## src/mcsp_cfg.svh

```systemverilog
// timing and framing constants for the melody serial control port
`ifndef MCSP_CFG_SVH
`define MCSP_CFG_SVH
`define MCSP_INDEX_BITS      8
`define MCSP_DATA_BITS       16
`define MCSP_FULL_BITS       24
`define MCSP_SCORE_INDEX     8'h00
`define MCSP_CLK_PERIOD_PS   5000
`define MCSP_SCLK_HALF_NS    200
`define MCSP_SCLK_HALF_CYC   ((`MCSP_SCLK_HALF_NS * 1000 + `MCSP_CLK_PERIOD_PS - 1) / `MCSP_CLK_PERIOD_PS)
`define MCSP_SYNC_GAP_NS     100
`define MCSP_SYNC_GAP_CYC    ((`MCSP_SYNC_GAP_NS * 1000 + `MCSP_CLK_PERIOD_PS - 1) / `MCSP_CLK_PERIOD_PS)
`endif

```

## src/mcsp_pkg.sv

```systemverilog
// state type of the host end of the melody serial control port
package mcsp_pkg;
  typedef enum {
    MCSP_H_IDLE,
    MCSP_H_LOW,
    MCSP_H_HIGH,
    MCSP_H_GAP,
    MCSP_H_STROBE
  } mcsp_host_state_t;
endpackage : mcsp_pkg

```

## src/mcsp_link_if.sv

```systemverilog
// three-wire link between host and melody device
`timescale 1ns/1ps
interface mcsp_link_if;
  logic serial_clk;
  logic frame_strobe;
  logic serial_data_in;
  modport host (output serial_clk, output frame_strobe, output serial_data_in);
  modport device (input serial_clk, input frame_strobe, input serial_data_in);
endinterface : mcsp_link_if

```

## src/mcsp_device.sv

```systemverilog
// device end: samples the serial link and delivers index/data words
//
// Function
// [RQ1] sample data on each serial clock rise
// [RQ2] strobe rise ends a transfer, acts
// [RQ3] full transfer uses last 24 bits
// [RQ4] sixteen-bit transfer goes to score index
// [RQ5] index and data contiguous or paused
// [RQ6] data may come as two bytes
// [RQ7] host keeps clock away from strobe
// [RQ8] host paces score loads against empty; mcsp_host does not, and leaves it to the request source
// [RQ9] strobe high time is unconstrained
// [RQ10] host never overfills score fifo; mcsp_host does not check, and leaves it to the request source
// [RQ11] msb first, index before data
`timescale 1ns/1ps
`include "mcsp_cfg.svh"
module mcsp_device
  import mcsp_pkg::*;
(
  input  wire logic        clk,
  input  wire logic        rst,
  mcsp_link_if.device      link,
  output logic             wr_valid,
  output logic [7:0]       wr_index,
  output logic [15:0]      wr_data,
  output logic             wr_short
);
  ////////////////////////////////////////////////////////////////////////////
  // two-flop synchronisers, one per pin, third stage for edge detection
  localparam int         PIN_COUNT = 3;
  // strobe idles high; resetting its stages low would fake a frame end
  localparam logic [2:0] PIN_IDLE  = 3'h2;

  logic [PIN_COUNT-1:0] pin_raw;
  logic [PIN_COUNT-1:0] pin_sync;
  logic [PIN_COUNT-1:0] pin_last;

  assign pin_raw = {link.serial_data_in, link.frame_strobe, link.serial_clk};

  for (genvar p = 0; p < PIN_COUNT; p++) begin : g_sync
    logic [2:0] stage;
    logic [2:0] next_stage;

    always_comb begin
      next_stage = {stage[1:0], pin_raw[p]};
    end

    always_ff @(posedge clk) begin
      if (rst) begin
        stage <= {3{PIN_IDLE[p]}};
      end else begin
        stage <= next_stage;
      end
    end

    // only the second stage reads the first
    assign pin_sync[p] = stage[1];
    assign pin_last[p] = stage[2];
  end

  logic sclk_rise;
  logic sync_rise;
  logic din;
  // data delayed alike with the clock, so setup at the pins is kept
  assign sclk_rise = pin_sync[0] & ~pin_last[0];
  assign sync_rise = pin_sync[1] & ~pin_last[1];
  assign din       = pin_sync[2];

  ////////////////////////////////////////////////////////////////////////////
  // shifter and bit counter
  logic [23:0] shreg;
  logic [4:0]  bit_cnt;
  logic [23:0] shifted;
  logic [4:0]  counted;
  logic [23:0] next_shreg;
  logic [4:0]  next_bit_cnt;

  always_comb begin
    shifted = shreg;
    counted = bit_cnt;
    if (sclk_rise) begin
      // clock bits arriving between pieces keep shifting in, so a pause is harmless
      shifted = {shreg[22:0], din}; // RQ1 RQ11 RQ5 RQ6
      // saturating count: a long frame keeps only its newest bits
      if (bit_cnt != 5'(`MCSP_FULL_BITS)) begin
        counted = 5'(bit_cnt + 5'h01);
      end
    end
    next_shreg   = shifted;
    // a clock rise in the strobe cycle still counts for the ending frame
    next_bit_cnt = sync_rise ? 5'h00 : counted; // RQ2 RQ9
  end

  always_ff @(posedge clk) begin
    if (rst) begin
      shreg   <= 24'h000000;
      bit_cnt <= 5'h00;
    end else begin
      shreg   <= next_shreg;
      bit_cnt <= next_bit_cnt;
    end
  end

  ////////////////////////////////////////////////////////////////////////////
  // frame decode and output words
  logic        frame_short;
  logic        frame_full;
  logic        out_valid;
  logic [7:0]  out_index;
  logic [15:0] out_data;
  logic        out_short;
  logic        next_out_valid;
  logic [7:0]  next_out_index;
  logic [15:0] next_out_data;
  logic        next_out_short;

  // lengths of 17 to 23 bits match neither form and are dropped silently
  assign frame_short = sync_rise & (counted == 5'(`MCSP_DATA_BITS));
  assign frame_full  = sync_rise & (counted >= 5'(`MCSP_FULL_BITS));

  always_comb begin
    next_out_valid = 1'b0;
    next_out_index = out_index;
    next_out_data  = out_data;
    next_out_short = out_short;
    if (frame_short) begin // RQ2
      next_out_valid = 1'b1;
      next_out_index = `MCSP_SCORE_INDEX; // RQ4
      next_out_data  = shifted[15:0];
      next_out_short = 1'b1;
    end else if (frame_full) begin // RQ2
      next_out_valid = 1'b1;
      next_out_index = shifted[23:16]; // RQ3 RQ11
      next_out_data  = shifted[15:0];
      next_out_short = 1'b0;
    end
  end

  always_ff @(posedge clk) begin
    if (rst) begin
      out_valid <= 1'b0;
      out_index <= 8'h00;
      out_data  <= 16'h0000;
      out_short <= 1'b0;
    end else begin
      out_valid <= next_out_valid;
      out_index <= next_out_index;
      out_data  <= next_out_data;
      out_short <= next_out_short;
    end
  end

  // outputs straight from the word registers
  assign wr_valid = out_valid;
  assign wr_index = out_index;
  assign wr_data  = out_data;
  assign wr_short = out_short;
endmodule : mcsp_device

```

## src/flat_wrapper.sv

```systemverilog
// flat-port wrapper written by rule: the top's interface ports become plain ports
module mcsp_device_flat import mcsp_pkg::*;
  (clk, rst, wr_valid, wr_index, wr_data, wr_short, link_serial_clk, link_frame_strobe, link_serial_data_in);
  mcsp_link_if link_i ();
  input  wire logic clk;
  input  wire logic rst;
  output logic wr_valid;
  output logic [7:0] wr_index;
  output logic [15:0] wr_data;
  output logic wr_short;
  input wire logic [$bits(link_i.serial_clk)-1:0] link_serial_clk;
  input wire logic [$bits(link_i.frame_strobe)-1:0] link_frame_strobe;
  input wire logic [$bits(link_i.serial_data_in)-1:0] link_serial_data_in;
  assign link_i.serial_clk = link_serial_clk;
  assign link_i.frame_strobe = link_frame_strobe;
  assign link_i.serial_data_in = link_serial_data_in;
  mcsp_device u_core (.clk(clk), .rst(rst), .link(link_i), .wr_valid(wr_valid), .wr_index(wr_index), .wr_data(wr_data), .wr_short(wr_short));
endmodule
```

## config.mk

```make
export PLATFORM = sky130hd
export DESIGN_NAME = mcsp_device_flat
export DESIGN_NICKNAME = d
export VERILOG_FILES = /design/src/mcsp_pkg.sv /design/src/mcsp_link_if.sv /design/src/mcsp_device.sv /design/src/flat_wrapper.sv
export VERILOG_INCLUDE_DIRS = /design/src /design/src/src
export SDC_FILE = /design/constraint.sdc
export NUM_CORES = 1
export LEC_CHECK = 0
export ABC_AREA = 1
export BUFFER_PORTS_ARGS = -buffer_cell sky130_fd_sc_hd__buf_2
export CAP_MARGIN = 20
export CORE_UTILIZATION = 30
export DETAILED_ROUTE_END_ITERATION = 7
export GPL_ROUTABILITY_DRIVEN = 0
export PLACE_DENSITY = 0.44
export SYNTH_ARGS = -nofsm -noshare
export SYNTH_HDL_FRONTEND = slang
export SYNTH_SLANG_ARGS = --single-unit
```

## constraint.sdc

```tcl
create_clock -name clk -period 2.5 [get_ports clk]
set_input_delay 0.25 -clock clk [delete_from_list [all_inputs] [get_ports clk]]
set_output_delay 0.25 -clock clk [all_outputs]
set_load 0.02 [all_outputs]
```

==> flow_summary.yaml <==
floorplan:
  die_w_um: 94.72
  rows: 33
  start_util: 0.3123
  die_y_um: 94.72
  ioPinCount: 31
  coreArea_um2: 8258
  dieArea_um2: 8971
global_route:
  grt_pass1_vias: 1934
  track_usage: 0.1332
  antenna_found_initial: 0
  gr-total-overflow: 0
  grt_pass1_wl_um: 8928
  grt_max_degree: 34
route:
  wl_um: 5309
  drc_errors: 0
  dr.pass1.iters: 4
  ant_nets: 0
  vias: 2060
  wl_per_cell_um: 10.95
  drt_iter0_markers: 62
  viasPerCell: 4.247
cts:
  cts_inserted_buffers: 9
  clock_tree.buffer_depth: 2
  ctsResizeCount: 0
  cts.reportedPaths.clkPinSlew_ps: 70
  cts_tree: "built"
  clock_latency_ps: 330
  cts.sinks: 63
  htreeDepth: 3
  cts_root_buf: "clkbuf_8"
  cts_setup_buffers: 0
  hold_buffers: 0
worst_setup_path:
  cp_data_required_time_ps: 2720
  crit_chain: "inv_1 > ha_1 > nand2_1 > inv_1 > nand2_1 > nand2_1 > nand2_1 > nand3_1 > nor2_1 > nand2_2 > buf_12 > a21oi_1 > nor2_1"
  slowest_delay_ps: 380
  crit_top_cell: "nand2_1"
  path_max_fanout: 22
  critPathSlowestCell: "dfxtp_1"
  arrival_ps: 2120
  worst_setup_path_end_kind: "flop"
  path_class: "reg -> reg"
  start_kind: "flop"
timing:
  hold_violations: 0
  rsz0062_at_grt: "false"
  period_minus_slack_ps: 1898
  clock_skew_ps: 9.111
  period_share: 0.7593
  slew_headroom: 0.5963
  max_slew.worst_pin.slew_ps: 599.1
  slew_viol_final: 0
  setup_ws_ps: 601.9
  finalSetupViolCount: 0
  hold_ws_ps: 106.8
  timing.fmax_mhz: 526.8
  finalSetupTns_ps: 0
yosys:
  yosys_warnings: 0
  synth_edf_count: 0
  synthTopCellsByCount: "63 x dfxtp_1, 51 x nor2_1, 50 x inv_1"
  synth-seq-cells: 63
  yosysUniqueCellTypes: 23
  syn_inst: 346
  yosys.area.top_type: "dfxtp_1"
  synthFlopType: "dfxtp_1"
  syn_nets: 353
  synth.most_common_cell: "dfxtp_1"
  syn_avg_cell_area_um2: 7.453
  ys_top_cells_by_area: "dfxtp_1 49%, nor2_1 7.4%, inv_1 7.3%"
  ys_seq_area_frac: 0.4891
  yosysTopAreaCellShare: 0.4891
  netlist_area_um2: 2579
  async_reset_ff_frac: 0
pwr:
  power_leakage_nw: 1.552
  ir_drop_uv: 290.1
  power_per_cell_area_nw_per_um2: 678.4
layout:
  post-route-util: 0.3662
  fin_area_um2: 3024
  drive_above_1_share: 0.2053
  antennaDiodeCount: 0
  fin_nets: 383
  area_growth_pct: 17.27
place:
  place_area_um2: 2828
  dp_hpwl_um: 3546
  dp_slack_ps: 583.3
  portBuffers: 30
job:
  cap_violations: 0
hold_path:
  hp-class: "in -> reg"
run_status:
  status: "finished clean"
[flip-flops by register name (all words and copies together) (netlist names)]
| name | count |
|---|---|
| u_core.bit_cnt | 5 |
| u_core.g_sync.stage | 8 |
| u_core.shreg | 24 |
| u_core.wr_data | 16 |
| u_core.wr_index | 8 |
| u_core.wr_short | 1 |
| u_core.wr_valid | 1 |
[per-stage QoR]
step                total power [mW]  instances
global route                   2.158        485
detailed placement             1.199        470
floorplan                      1.163        346
global placement               1.199        470
finish                         2.052        485
CTS                            2.097        485
[cells in the final DEF, fill, tap and decap left out]
master / count
nand4_1: 1
nor2_2: 1
inv_2: 1
clkinv_1: 1
bufinv_16: 1
buf_4: 6
or2_0: 10
dfxtp_1: 63
nand3_2: 1
nand2_1: 49
or2_2: 16
clkinv_2: 3
nor2_1: 51
buf_2: 30
o21ai_0: 23
nand3_1: 21
a21oi_1: 29
o21ai_2: 2
clkbuf_8: 11
ha_1: 2
nand2_2: 4
inv_1: 50
nand4_4: 1
o21ai_1: 2
buf_12: 1
[report_power, final]
part | leakage [nW] | total (mW) | internal [mW] | switching (mW)
Combinational | 0.935 | 0.129 | 0.0468 | 0.0822
Sequential | 0.512 | 1.04 | 1.03 | 0.0117
Clock | 0.105 | 0.878 | 0.504 | 0.374
Total | 1.55 | 2.05 | 1.58 | 0.468
[per-layer routing]
| metal | share of wire | GRT usage | routed length, um | up-vias |
|---|---|---|---|---|
| met5 | 0 | 0 | 0 | - |
| li1 | - | - | - | 1129 |
| met2 | 0.43 | 0.1942 | 2263 | 29 |
| met3 | 0.038 | 0.05636 | 202 | 6 |
| met1 | 0.52 | 0.1721 | 2780 | 896 |
| met4 | 0.012 | 0.05303 | 63 | 0 |
[cell families (layout without fill, tap and decap cells)]
group | count (synthesis) | in the layout | share of synthesized area
adders and majority gates | 2 | 2 | 0.009702
AOI/OAI and AO/OA | 56 | 56 | 0.1116
buffers and inverters | 70 | 104 | 0.1135
DFF | 63 | 63 | 0.4891
and+or+nand+nor | 155 | 155 | 0.2761
[final timing paths]
kind,slack [ps],end,cells after the start,startpoint
setup / recovery,600,u_core.wr_data[15],13,u_core.bit_cnt[0]
setup reg to reg,600,u_core.wr_data[15],13,u_core.bit_cnt[0]
hold reg to reg,400,u_core.g_sync[2].stage[1],2,u_core.g_sync[2].stage[0]
hold / removal,110,u_core.g_sync[1].stage[0],2,link_frame_strobe
[cell type report]
type                    count  area (um^2)
clock buffers              11        151.4
clock inverters             4        45.04
fillers                   926         5234
inverters                  52        195.2
multi-input cells         213         1025
flip-flops and latches     63         1261
well taps                 105        131.4
repair buffers             37        215.2
[critical path: cells and delay by family (launching register included)]
kind            cells  cell delay (ps)
compound gates      1              130
flops               1              380
simple gates        8              730
fa+ha+maj           1              200
buf+inv             3              340
Note: power is estimated with default switching activity, not from simulation.
